<file path="config.mk">
export PLATFORM = sky130hd
export DESIGN_NAME = dsia_top
export DESIGN_NICKNAME = d
export VERILOG_FILES = /design/src/design/dsia_pkg.sv /design/src/design/dsia_snap_if.sv /design/src/design/dsia_top.sv /design/src/design/dsia_pack.sv
export SDC_FILE = /design/constraint.sdc
export NUM_CORES = 1
export LEC_CHECK = 0
export ABC_AREA = 1
export BUFFER_PORTS_ARGS = -buffer_cell sky130_fd_sc_hd__buf_2
export CAP_MARGIN = 20
export CORE_ASPECT_RATIO = 1.75
export CORE_MARGIN = 8
export CORE_UTILIZATION = 41
export CTS_CLUSTER_SIZE = 20
export DETAILED_ROUTE_END_ITERATION = 10
export HOLD_SLACK_MARGIN = 0.12
export RECOVER_POWER = 50
export SETUP_SLACK_MARGIN = 0.15
export SLEW_MARGIN = 20
export SYNTH_ARGS = -nofsm -noshare
export SYNTH_HDL_FRONTEND = slang
export SYNTH_SLANG_ARGS = --single-unit
</file>
<file path="constraint.sdc">
create_clock -name clk -period 3.51 [get_ports clk]
set_input_delay 0.5265 -clock clk [delete_from_list [all_inputs] [get_ports clk]]
set_output_delay 0.5265 -clock clk [all_outputs]
set_load 0.01 [all_outputs]
</file>
<file path="src/design/dsia_pkg.sv">
/*
  package for the drive status input assembly: layout selections, byte and bit positions,
  state codes and register map of the plain register port.
  assumes nothing beyond a SystemVerilog compiler.
*/
package dsia_pkg;
  // ----------------------------------------
  // layout selection
  // ----------------------------------------
  localparam logic [7:0] SEL_BASIC     = 8'h46; // 70
  localparam logic [7:0] SEL_EXT4      = 8'h47; // 71
  localparam logic [7:0] SEL_EXT8      = 8'h65; // 101
  localparam logic [7:0] SEL_RESET     = 8'h46;

  // ----------------------------------------
  // byte 0 bit positions
  // ----------------------------------------
  localparam int B70_TRIP  = 0;
  localparam int B70_FWD   = 2;
  localparam int B71_TRIP  = 0;
  localparam int B71_WARN  = 1;
  localparam int B71_FWD   = 2;
  localparam int B71_REV   = 3;
  localparam int B71_READY = 4;
  localparam int B71_NETC  = 5;
  localparam int B71_NETR  = 6;
  localparam int B71_ARR   = 7;
  localparam int B101_FWD  = 0;
  localparam int B101_REV  = 1;
  localparam int B101_TRIP = 2;
  localparam int B101_ARR  = 4;
  localparam int B101_IN1  = 5;

  // ----------------------------------------
  // state codes
  // ----------------------------------------
  localparam logic [7:0] ST_STOP      = 8'h00;
  localparam logic [7:0] ST_RUN       = 8'h01;
  localparam logic [7:0] ST_JOG       = 8'h02;
  localparam logic [7:0] ST_COAST     = 8'h03;
  localparam logic [7:0] ST_DCBRAKE   = 8'h04;
  localparam logic [7:0] ST_RESTART3  = 8'h05;
  localparam logic [7:0] ST_UNDERVOLT = 8'h0b;
  localparam logic [7:0] ST_TUNE_LO   = 8'h65;
  localparam logic [7:0] ST_TUNE_OK   = 8'h73;
  localparam logic [7:0] ST_TUNE_FAIL = 8'h74;

  // ----------------------------------------
  // register map (byte addresses)
  // ----------------------------------------
  localparam logic [7:0] REG_CTRL   = 8'h00;
  localparam logic [7:0] REG_STAT   = 8'h04;
  localparam logic [7:0] REG_IRQST  = 8'h08;
  localparam logic [7:0] REG_IRQMSK = 8'h0c;
  localparam logic [7:0] REG_MSGLO  = 8'h10;
  localparam logic [7:0] REG_MSGHI  = 8'h14;
  localparam logic [7:0] REG_STCODE = 8'h18;

  localparam int IRQ_W       = 3;
  localparam int IRQ_TRIP    = 0;
  localparam int IRQ_STATE   = 1;
  localparam int IRQ_MSG     = 2;
  localparam logic [IRQ_W-1:0] IRQMSK_RESET = 3'h0;

  localparam int MSG_BYTES = 8;
endpackage : dsia_pkg

</file>
<file path="src/design/dsia_snap_if.sv">
/*
  interface carrying one drive status snapshot from the capture stage to the packer.
  assumes both ends run on the same clock.
*/
`timescale 1ns/10ps
interface dsia_snap_if;
  logic        trip;
  logic        warn;
  logic        fwd;
  logic        rev;
  logic        netc;
  logic        netr;
  logic        arr;
  logic [2:0]  term;
  logic [7:0]  state;
  logic [15:0] freq;
  logic [15:0] curr;
  logic [7:0]  err;
  modport src (output trip, warn, fwd, rev, netc, netr, arr, term, state, freq, curr, err);
  modport dst (input trip, warn, fwd, rev, netc, netr, arr, term, state, freq, curr, err);
endinterface : dsia_snap_if

</file>
<file path="src/design/dsia_top.sv">
/*
  drive status input assembly: snapshots drive status on a poll request and offers the
  packed produced message to the fieldbus side, plus a small register port and interrupt.
  assumes status inputs are on clk except the terminal levels, which come from pins.
*/
// Design decisions made here: the strobed register port and the register addresses.
// Function
// - layout chosen by selection value 70, 71 or 101
// - basic layout: trip bit 0, forward running bit 2, rest zero
// - trip set while uncleared trip exists; extended four-byte: warning at bit 1
// - forward running flag high only while running forward, bit 2 in basic and extended four-byte, bit 0 in eight-byte
// - extended four-byte: reverse running flag at bit 3
// - extended four-byte: ready bit 4 when state code is 3, 4 or 5
// - extended four-byte: bit 5 shows host run/stop control
// - extended four-byte: bit 6 shows host reference source
// - frequency arrival flag at bit 7 of extended four-byte layout
// - eight-byte byte 0: fwd, rev, trip, arrival, terminals 1..3
// - byte 1 state code, bytes 2-3 frequency low then high
// - eight-byte bytes 4-5 carry output current low then high
// - eight-byte byte 6 trip error code, byte 7 zero
// - state code encoding shared by all layouts
// - state codes: 0 stop through 11 undervoltage, 101-116 tuning
`timescale 1ns/10ps
module dsia_top #(
  parameter int TERM_W = 3
) (
  input  wire logic        clk,
  input  wire logic        reset,
  input  wire logic        trip_active,
  input  wire logic        warn_active,
  input  wire logic        run_fwd,
  input  wire logic        run_rev,
  input  wire logic        net_control,
  input  wire logic        net_reference,
  input  wire logic        freq_arrived,
  input  wire logic [TERM_W-1:0] term_pins,
  input  wire logic [7:0]  drive_state,
  input  wire logic [15:0] freq_monitor,
  input  wire logic [15:0] curr_monitor,
  input  wire logic [7:0]  trip_code,
  input  wire logic        poll_req,
  output logic        msg_valid,
  output logic [63:0] msg_bytes,
  output logic [3:0]  msg_len,
  input  wire logic [7:0]  reg_addr,
  input  wire logic [31:0] reg_wdata,
  input  wire logic        reg_wr,
  input  wire logic        reg_rd,
  output logic [31:0] reg_rdata,
  output logic        irq
);
  // ----------------------------------------
  // state
  // ----------------------------------------
  typedef enum logic [1:0] {
    DSIA_IDLE = 2'b01,
    DSIA_PACK = 2'b10
  } dsia_phase_e;

  typedef struct packed {
    dsia_phase_e       phase;
    logic [TERM_W-1:0] t1;
    logic [TERM_W-1:0] t2;
    logic [TERM_W-1:0] t3;
    logic [TERM_W-1:0] term;
    logic              s_trip;
    logic              s_warn;
    logic              s_fwd;
    logic              s_rev;
    logic              s_netc;
    logic              s_netr;
    logic              s_arr;
    logic [TERM_W-1:0] s_term;
    logic [7:0]        s_state;
    logic [15:0]       s_freq;
    logic [15:0]       s_curr;
    logic [7:0]        s_err;
    logic [7:0]        sel;
    logic [7:0]        sel_bad;
    logic              trip_d;
    logic [7:0]        state_d;
    logic [dsia_pkg::IRQ_W-1:0] irq_st;
    logic [dsia_pkg::IRQ_W-1:0] irq_msk;
    logic              valid;
    logic [63:0]       bytes;
    logic [3:0]        len;
    logic [31:0]       rdata;
    logic              irq;
    logic [15:0]       msg_cnt;
  } dsia_state_s;

  dsia_state_s st_r;
  dsia_state_s st_nxt;
  logic [63:0] packed_bytes;
  logic [dsia_pkg::IRQ_W-1:0] ev;

  dsia_snap_if snap ();

  assign snap.trip  = st_r.s_trip;
  assign snap.warn  = st_r.s_warn;
  assign snap.fwd   = st_r.s_fwd && !st_r.s_rev;
  assign snap.rev   = st_r.s_rev && !st_r.s_fwd;
  assign snap.netc  = st_r.s_netc;
  assign snap.netr  = st_r.s_netr;
  assign snap.arr   = st_r.s_arr;
  assign snap.term  = st_r.s_term;
  assign snap.state = st_r.s_state;
  assign snap.freq  = st_r.s_freq;
  assign snap.curr  = st_r.s_curr;
  assign snap.err   = st_r.s_err;

  dsia_pack u_pack (
    .snap    (snap),
    .sel     (st_r.sel),
    .bytes_o (packed_bytes)
  );

  // ----------------------------------------
  // next state
  // ----------------------------------------
  always_comb begin
    st_nxt = st_r;
    // three-stage pin sync; the first stage feeds only the second
    st_nxt.t1 = term_pins;
    st_nxt.t2 = st_r.t1;
    st_nxt.t3 = st_r.t2;
    if (st_r.t2 == st_r.t3) begin
      st_nxt.term = st_r.t3;
    end
    st_nxt.trip_d  = trip_active;
    st_nxt.state_d = drive_state;
    st_nxt.valid   = 1'b0;
    ev = '0;
    ev[dsia_pkg::IRQ_TRIP]  = trip_active && !st_r.trip_d;
    ev[dsia_pkg::IRQ_STATE] = drive_state != st_r.state_d;

    unique case (st_r.phase)
      DSIA_IDLE: begin
        if (poll_req) begin
          // one capture of every field so the host never sees a torn message
          st_nxt.s_trip  = trip_active;
          st_nxt.s_warn  = warn_active;
          st_nxt.s_fwd   = run_fwd;
          st_nxt.s_rev   = run_rev;
          st_nxt.s_netc  = net_control;
          st_nxt.s_netr  = net_reference;
          st_nxt.s_arr   = freq_arrived;
          st_nxt.s_term  = st_r.term;
          st_nxt.s_state = drive_state;
          st_nxt.s_freq  = freq_monitor;
          st_nxt.s_curr  = curr_monitor;
          st_nxt.s_err   = trip_code;
          st_nxt.phase   = DSIA_PACK;
        end
      end
      DSIA_PACK: begin
        st_nxt.bytes = packed_bytes;
        st_nxt.len   = (st_r.sel == dsia_pkg::SEL_EXT8) ? 4'h8 : 4'h4;
        st_nxt.valid = 1'b1;
        st_nxt.msg_cnt = st_r.msg_cnt + 16'h0001;
        ev[dsia_pkg::IRQ_MSG] = 1'b1;
        st_nxt.phase = DSIA_IDLE;
      end
    endcase

    // ----------------------------------------
    // register port
    // ----------------------------------------
    st_nxt.rdata = 32'h0000_0000;
    if (reg_wr) begin
      unique case (reg_addr)
        dsia_pkg::REG_CTRL: begin
          // unknown values fall back to the basic layout rather than a blank message
          if (reg_wdata[7:0] == dsia_pkg::SEL_BASIC || reg_wdata[7:0] == dsia_pkg::SEL_EXT4 ||
              reg_wdata[7:0] == dsia_pkg::SEL_EXT8) begin
            st_nxt.sel = reg_wdata[7:0];
          end else begin
            st_nxt.sel     = dsia_pkg::SEL_BASIC;
            st_nxt.sel_bad = reg_wdata[7:0];
          end
        end
        dsia_pkg::REG_IRQMSK: st_nxt.irq_msk = reg_wdata[dsia_pkg::IRQ_W-1:0];
        default: ;
      endcase
    end
    // set wins over write-one-to-clear
    if (reg_wr && reg_addr == dsia_pkg::REG_IRQST) begin
      st_nxt.irq_st = (st_r.irq_st & ~reg_wdata[dsia_pkg::IRQ_W-1:0]) | ev;
    end else begin
      st_nxt.irq_st = st_r.irq_st | ev;
    end
    if (reg_rd) begin
      unique case (reg_addr)
        dsia_pkg::REG_CTRL:   st_nxt.rdata = {16'h0000, st_r.sel_bad, st_r.sel};
        dsia_pkg::REG_STAT:   st_nxt.rdata = {st_r.msg_cnt, 4'h0, st_r.len,
                                              7'h00, st_r.phase == DSIA_PACK};
        dsia_pkg::REG_IRQST:  st_nxt.rdata = {29'h0, st_r.irq_st};
        dsia_pkg::REG_IRQMSK: st_nxt.rdata = {29'h0, st_r.irq_msk};
        dsia_pkg::REG_MSGLO:  st_nxt.rdata = st_r.bytes[31:0];
        dsia_pkg::REG_MSGHI:  st_nxt.rdata = st_r.bytes[63:32];
        dsia_pkg::REG_STCODE: st_nxt.rdata = {24'h000000, st_r.s_state};
        default:              st_nxt.rdata = 32'h0000_0000;
      endcase
    end
    st_nxt.irq = |(st_nxt.irq_st & st_nxt.irq_msk);
  end

  // ----------------------------------------
  // registers
  // ----------------------------------------
  always_ff @(posedge clk) begin
    if (reset) begin
      st_r         <= '0;
      st_r.phase   <= DSIA_IDLE;
      st_r.sel     <= dsia_pkg::SEL_RESET;
      st_r.irq_msk <= dsia_pkg::IRQMSK_RESET;
    end else begin
      st_r <= st_nxt;
    end
  end

  assign msg_valid = st_r.valid;
  assign msg_bytes = st_r.bytes;
  assign msg_len   = st_r.len;
  assign reg_rdata = st_r.rdata;
  assign irq       = st_r.irq;
endmodule : dsia_top

</file>
<file path="src/design/dsia_pack.sv">
/*
  packer: builds the eight message bytes from one snapshot for the chosen layout.
  assumes the snapshot stands still while the packed bytes are sampled.
*/
`timescale 1ns/10ps
module dsia_pack (
  dsia_snap_if.dst   snap,
  input  wire logic [7:0]  sel,
  output logic [63:0] bytes_o
);
  logic [7:0] b0;
  logic       ready;

  always_comb begin
    ready = (snap.state == dsia_pkg::ST_COAST) || (snap.state == dsia_pkg::ST_DCBRAKE) ||
            (snap.state == dsia_pkg::ST_RESTART3);
    b0 = 8'h00;
    unique case (sel)
      dsia_pkg::SEL_EXT4: begin
        b0[dsia_pkg::B71_TRIP]  = snap.trip;
        b0[dsia_pkg::B71_WARN]  = snap.warn;
        b0[dsia_pkg::B71_FWD]   = snap.fwd;
        b0[dsia_pkg::B71_REV]   = snap.rev;
        b0[dsia_pkg::B71_READY] = ready;
        b0[dsia_pkg::B71_NETC]  = snap.netc;
        b0[dsia_pkg::B71_NETR]  = snap.netr;
        b0[dsia_pkg::B71_ARR]   = snap.arr;
      end
      dsia_pkg::SEL_EXT8: begin
        b0[dsia_pkg::B101_FWD]  = snap.fwd;
        b0[dsia_pkg::B101_REV]  = snap.rev;
        b0[dsia_pkg::B101_TRIP] = snap.trip;
        b0[dsia_pkg::B101_ARR]  = snap.arr;
        b0[dsia_pkg::B101_IN1 +: 3] = snap.term;
      end
      default: begin
        b0[dsia_pkg::B70_TRIP] = snap.trip;
        b0[dsia_pkg::B70_FWD]  = snap.fwd;
      end
    endcase
    // bytes 4..7 zero outside the long layout
    if (sel == dsia_pkg::SEL_EXT8) begin
      bytes_o = {8'h00, snap.err, snap.curr[15:8], snap.curr[7:0],
                 snap.freq[15:8], snap.freq[7:0], snap.state, b0};
    end else begin
      bytes_o = {32'h0000_0000, snap.freq[15:8], snap.freq[7:0], snap.state, b0};
    end
  end
endmodule : dsia_pack

</file>
==> flow_summary_export.csv, run 1 <==
group,metric,value,unit
outcome,outcome,"finished clean",
critical_path,rrSetupSlack,1.53,ns
global_routing,grt_pass1_vias,6855,
yosys,yosys_warnings,0,
power_and_ir_drop,leakage,3.947,nW
global_routing,grt_pass1_wl,37060,um
floorplan,fp.coreArea,21320,sq um
yosys,syn_area_per_cell,7.874,sq um
clocking,clk_pin_slew,0.07,ns
place,port_buffers,170,
power_and_ir_drop,ir_worst_vdd,0.0004682,V
sta,relSlewSlack,24.81,%
critical_path,critPathCaptureType,"flip-flop",
sta,max_freq,0.3999,GHz
global_routing,grt_use_met2,32.54,%
critical_path,arrival,2.85,ns
power_and_ir_drop,intPower,4.117,mW
critical_path,r2r-start,"st_r[220]",
floorplan,dieArea,26690,sq um
place,detailed_place_hpwl,17720,um
critical_path,cpMaxStageDelayCell,"clkbuf_1",
clocking,clockBufferDepth,3,
min_path,hold_start,"term_pins[2]",
yosys,synth_compound_area_share,16.78,%
floorplan,start_util,41.44,%
global_routing,busiest_layer,"met2",
critical_path,cpMostUsedCell,"clkbuf_1",
yosys,synthSimpleGateAreaFrac,15.78,%
yosys,synthXorXnorAreaFrac,0.9914,%
final_layout,layout.nets,1290,
sta,hold_viol_final,0,
clocking,clkSinkCount,211,
min_path,holdPathStages,3,
floorplan,die_w,127.0,um
sta,tightest_slew,1.128,ns
power_and_ir_drop,p_per_area,545.6,nW/um^2
yosys,synth_area,8835,sq um
yosys,synth_top_family_by_area,"buffers and inverters",
power_and_ir_drop,pwr-share-comb,6.3,%
min_path,whs_endpoint,"st_nxt[215]",
detailed_routing,postRouteWirelength,23720,um
yosys,synthArstFlopShare,0,%
sta,tns,0,ns
critical_path,critPathMaxStageDelay,0.90,ns
power_and_ir_drop,power.total,5.309,mW
critical_path,cp_data_required_time,3.86,ns
final_layout,drive_gt1_share,12.25,%
sta,finalCritPeriodShare,71.24,%
critical_path,worstRegToRegCells,8,
detailed_routing,vias,7006,
critical_path,crit_path_cell_trace,"clkbuf_1 -> clkbuf_1 -> nor2_2 -> inv_2 -> o22ai_1",
sta,fin_crit,2.500,ns
yosys,ys_ff_latch,211,
final_layout,finish.utilization,45.64,%
final_layout,mostFrequentLayoutCells,"211 x dfxtp_1, 164 x inv_1, 161 x nand2_1, 111 x o21ai_0, 95 x a21oi_1",
min_path,hold_class,"in2reg",
sta,slew_viol_final,0,
yosys,synth_edf_count,0,
detailed_routing,wl_per_cell,16.30,um
yosys,synth.distinct_cells,45,
yosys,ys_seq_area_share,47.81,%
floorplan,die_y,210.2,um
global_routing,grt_use_met3,2.910,%
global_routing,antenna_found_initial,0,
final_layout,instances_no_fill,1455,
yosys,synth_ff_type,"dfxtp_1",
critical_path,path_class,"in2reg",
sta,rsz0062_at_grt,"no",
clocking,cts-resized-gates,0,
clocking,h-tree-depth,1,
critical_path,startpoint_type,"input pin",
run,cap_violations,0,
yosys,synth_cells,1122,
floorplan,rows,71,
power_and_ir_drop,switching_share,22.46,%
sta,setup_viol,0,
clocking,root_buffer,"clkbuf_16",
clocking,worstSkewPairLatency,0.49,ns
clocking,numCtsBuffers,20,
detailed_routing,drtIter0Drc,346,
clocking,cts_setup_buffers,0,
power_and_ir_drop,switching_power,1.192,mW
power_and_ir_drop,clockPowerShare,46.4,%
clocking,cts_tree,"yes",
global_routing,grt_max_degree,88,
detailed_routing,via_per_inst,4.815,
global_routing,met1_usage,19.81,%
place,dp.cells,1419,
global_routing,grt_usage,17.39,%
global_routing,overflow,0,
yosys,synth.area.mux_share,0,%
final_layout,area_growth,10.14,%
clocking,cts_hold_buffers,0,
detailed_routing,ant_nets,0,
detailed_routing,dr.pass1.iters,7,
critical_path,r2r-end,"st_r[10]",
critical_path,path_max_fanout,28,
floorplan,io-pin-count,205,
final_layout,final_common_cell,"dfxtp_1",
power_and_ir_drop,p_seq_share,47.4,%
yosys,yosys.area_share.adder,0.1416,%
final_layout,antenna_cells,0,
detailed_routing,drt_drc_violations_left,0,
place,place.gp.congestion,0.8733,
sta,fin_skew,0.007242,ns
==> logic make-up after synthesis <==
logic type,count (synthesis)
other,1
adders and majority gates,1
xor gates and xnor gates,10
and+or+nand+nor,312
AOI/OAI and AO/OA,273
buffers and inverters,314
DFF,211
==> critical path, delay by kind of cell <==
family / cells / cell delay [ns]
compound gates: 1 / 0.15
buf+inv: 3 / 2.03
simple gates: 1 / 0.11
==> power groups by stage <==
stage                     clock, mW  combinational [mW]  sequential (mW)
after floorplan                   0               0.236             2.56
after global placement            0               0.337             2.57
after detailed placement          0               0.342             2.57
after CTS                      2.52               0.343             2.51
after global routing           2.61               0.380             2.52
final                          2.46               0.332             2.51
==> cells in the mapped netlist, types with 3 or more instances <==
cell	instances	share of area, %
nand3_1	24	1.4
xnor2_1	8	0.79
buf_1	3	0.13
nor2_1	77	3.3
a21oi_1	95	5.4
nor3_2	3	0.34
nor2_2	9	0.64
inv_1	164	7.0
nor3_1	11	0.62
nand2_4	4	0.51
nand2_1	159	6.8
nand2_2	4	0.28
nand4_1	9	0.64
buf_4	103	8.8
o22ai_1	35	2.5
dfxtp_1	211	48
buf_2	13	0.74
o211ai_1	17	1.4
o21ai_0	109	6.2
clkbuf_1	20	0.85
inv_2	5	0.21
o21ai_1	8	0.45
nor2_4	3	0.38
==> layer usage <==
| layer | part of all wire, % | routed length [um] |
|---|---|---|
| met1 | 41 | 9813 |
| met2 | 53 | 12530 |
| met3 | 4.0 | 960 |
| met4 | 1.8 | 417 |
| met5 | 0 | 0 |
==> how the worst max path moves through the flow <==
stage / startpoint / to / slack, ns / cells after the start
after detailed placement: reset / reg_rdata[28] / 1.27 / 6
after global placement: reset / reg_rdata[28] / 1.31 / 6
final: reset / msg_bytes[44] / 1.01 / 5
after floorplan: reg_addr[7] / reg_rdata[14] / 2.00 / 10
after CTS: st_r[220] / snap.state[6] / 1.64 / 5
after global routing: reset / msg_bytes[38] / 0.80 / 5
==> layout make-up <==
cell class              instances  area (sq um)
clock buffers                  25         570.5
clock inverters                11         188.9
fillers                      2294         11590
inverters                     171         649.4
multi-input cells             606          2989
flip-flops and latches        211          4224
well taps                     255         319.1
repair buffers                176         789.5
==> metrics by stage <==
stage | hold WS [ns] | setup slack [ns] | area [sq um]
detailed placement | 0.3924 | 1.269 | 9130
global placement | 0.3918 | 1.309 | 9130
CTS | 0.2237 | 1.641 | 9889
floorplan | 0.3883 | 1.996 | 8869
finish | 0.2389 | 1.010 | 9731
global route | 0.2473 | 0.8041 | 9731
==> state kept, by name, summed over array words and instances, names as in the netlist, 2 cells and up <==
signal / flops
snap.state: 8
st_nxt: 6
snap.err: 8
snap.freq: 16
snap.term: 3
snap.curr: 16
reg_rdata: 32
st_r: 57
msg_bytes: 56
msg_len: 2
Note: power is estimated with default switching activity, not from simulation.
==> run 2: changes to the inputs <==
Settings changed: PLACE_DENSITY set to 0.66.
Clock period 3.51 ns to 2.14 ns, I/O delays scaled along.
==> run 2 against run 1 <==
  * Cell area up 4.6%
  * Final cell count increased by 3.4%
  * Clock power is 54% higher
  * First-iteration DRC count increased by 6.4%
  * Worst setup slack got worse by 0.73 ns
  * Hold slack worse by 0.11 ns
  * Die area unchanged
  * Power up 61%
  * Register-to-register slack worse by 1.1 ns
  * Core utilization up 2.1 points
  * Largest cell class unchanged
  * Highest routed layer unchanged
==> flow_summary_export.csv, run 2 (same netlist as run 1, synthesis figures left out) <==
group,metric,value,unit
final_layout,n_fill_cell,2153,
final_layout,final_area,10180,sq um
global_routing,antenna_found_initial,0,
sta,hold_viol_final,0,
run,cap_violations,0,
global_routing,overflow,0,
global_routing,grt_max_degree,88,
floorplan,rows,71,
sta,slew_viol_final,0,
detailed_routing,drt_drc_violations_left,0,
final_layout,mostFrequentLayoutCells,"211 x dfxtp_1, 165 x inv_1, 161 x nand2_1, 111 x o21ai_0, 96 x a21oi_1",
final_layout,regArea,4224,sq um
global_routing,grt_pass1_vias,7093,
final_layout,drive_gt1_share,12.73,%
sta,max_freq,0.5377,GHz
critical_path,crit_cells,8,
floorplan,fp.coreArea,21320,sq um
clocking,clk_pin_slew,0.06,ns
clocking,h-tree-depth,1,
final_layout,area_growth,15.24,%
floorplan,die_w,127.0,um
clocking,clkSinkCount,211,
detailed_routing,postRouteWirelength,23860,um
detailed_routing,ant_nets,0,
critical_path,cp_num_buf_inv,2,
critical_path,startpoint_type,"input pin",
place,port_buffers,170,
detailed_routing,dr.pass1.iters,5,
floorplan,start_util,41.44,%
sta,fin_skew,0.007905,ns
final_layout,multi_input_area,2979,sq um
outcome,outcome,"finished clean",
final_layout,antenna_cells,0,
place,place.gp.congestion,0.8850,
final_layout,regMostFlops,"st_r",
sta,tightest_slew,0.6857,ns
floorplan,die_y,210.2,um
place,post_dp_cell_area,9208,sq um
clocking,clockBufferDepth,3,
floorplan,io-pin-count,205,
sta,finalCritPeriodShare,86.91,%
critical_path,arrival,2.26,ns
critical_path,worstRegToRegCells,7,
clocking,numCtsBuffers,20,
sta,setup_viol,0,
final_layout,largest_reg_flops,57,
clocking,root_buffer,"clkbuf_16",
clocking,cts_tree,"yes",
critical_path,path_max_fanout,10,
detailed_routing,via_per_inst,4.838,
critical_path,path_delay_family,"simple AND/OR/NAND/NOR gates",
global_routing,grt_usage,17.34,%
clocking,cts-resized-gates,0,
power_and_ir_drop,ir_worst_vdd,0.0006890,V
final_layout,final_common_cell,"dfxtp_1",
clocking,worstSkewPairLatency,0.49,ns
detailed_routing,vias,7276,
critical_path,path_class,"in2reg",
sta,tns,0,ns
critical_path,critPathMaxStageDelay,0.62,ns
min_path,holdPathStages,3,
critical_path,cp_data_required_time,2.54,ns
power_and_ir_drop,p_per_area,837.5,nW/um^2
critical_path,critPathCaptureType,"flip-flop",
sta,relSlewSlack,53.94,%
sta,rsz0062_at_grt,"no",
sta,fin_crit,1.860,ns
critical_path,cpMostUsedCell,"a21oi_1",
min_path,hold_class,"in2reg",
critical_path,crit_path_cell_trace,"buf_2 -> nor2_1 -> nand2_2 -> nor2_4 -> a21oi_1 -> nor3_4 -> clkinvlp_2 -> a21oi_1",
detailed_routing,wl_per_cell,15.86,um
critical_path,cpMaxStageDelayCell,"clkinvlp_2",
power_and_ir_drop,leakage,4.195,nW
detailed_routing,drtIter0Drc,368,
final_layout,layout.nets,1340,
global_routing,grt_pass1_wl,36830,um
place,detailed_place_hpwl,18080,um
floorplan,dieArea,26690,sq um
power_and_ir_drop,power.total,8.526,mW
## run 2: changes by cell type in the layout (fill, tap and decap cells not counted), moves of 2 or more
cell           delta
bufinv_16         -2
buf_2            +10
clkbuf_1          -7
buf_12            +2
buf_4             +4
dlygate4sd3_1    +43
nor2_1            -2
## run 2: report_power, final
part | switching, mW | internal [mW] | total, mW
Sequential | 0.0571 | 4.07 | 4.13
Clock | 1.49 | 2.29 | 3.78
Combinational | 0.375 | 0.242 | 0.617
Total | 1.92 | 6.61 | 8.53
## run 2: final timing paths
kind	startpoint	endpoint	slack (ns)
setup / recovery	reg_addr[7]	reg_rdata[28]	0.28
hold / removal	trip_code[6]	snap.err[6]	0.13
setup reg to reg	st_r[219]	msg_bytes[3]	0.39
hold reg to reg	st_nxt[214]	st_nxt[211]	0.41
## run 2: tightest hold or removal path, delay by kind of cell
family,cells,cell delay [ns]
AO/OA/AOI/OAI,2,0.18
buffers and inverters,1,0.07
## run 2: layer usage
| layer | vias to the layer above | track usage (%) | share of wire (%) |
|---|---|---|---|
| met2 | 207 | 32.00 | 51 |
| met5 | - | 0 | 0 |
| li1 | 3701 | - | - |
| met1 | 3324 | 18.51 | 39 |
| met4 | 0 | 8.041 | 3.8 |
| met3 | 44 | 3.340 | 5.7 |
## run 2: final cells by class
class	instances	share of cell area, %
inverters	171	6.366
clock inverters	6	1.057
repair buffers	226	12.84
clock buffers	29	5.850
flip-flops and latches	211	41.49
well taps	255	3.134
multi-input cells	606	29.26
## run 2: what timing repair did
| action | in CTS | in global routing |
|---|---|---|
| setup buffers | 0 | 0 |
| hold endpoints to repair | 43 | 0 |
| hold buffers | 43 | 0 |
## run 2: metrics by stage
stage	setup slack, ns	hold slack (ns)	utilization, %	cells
finish	0.2802	0.1256	47.75	1504
global route	0.1171	0.1276	47.75	1504
detailed placement	0.3603	0.3981	43.19	1426
global placement	0.3801	0.3905	43.19	1426
CTS	0.3751	0.1210	48.50	1504
floorplan	0.8204	0.3883	-	1131
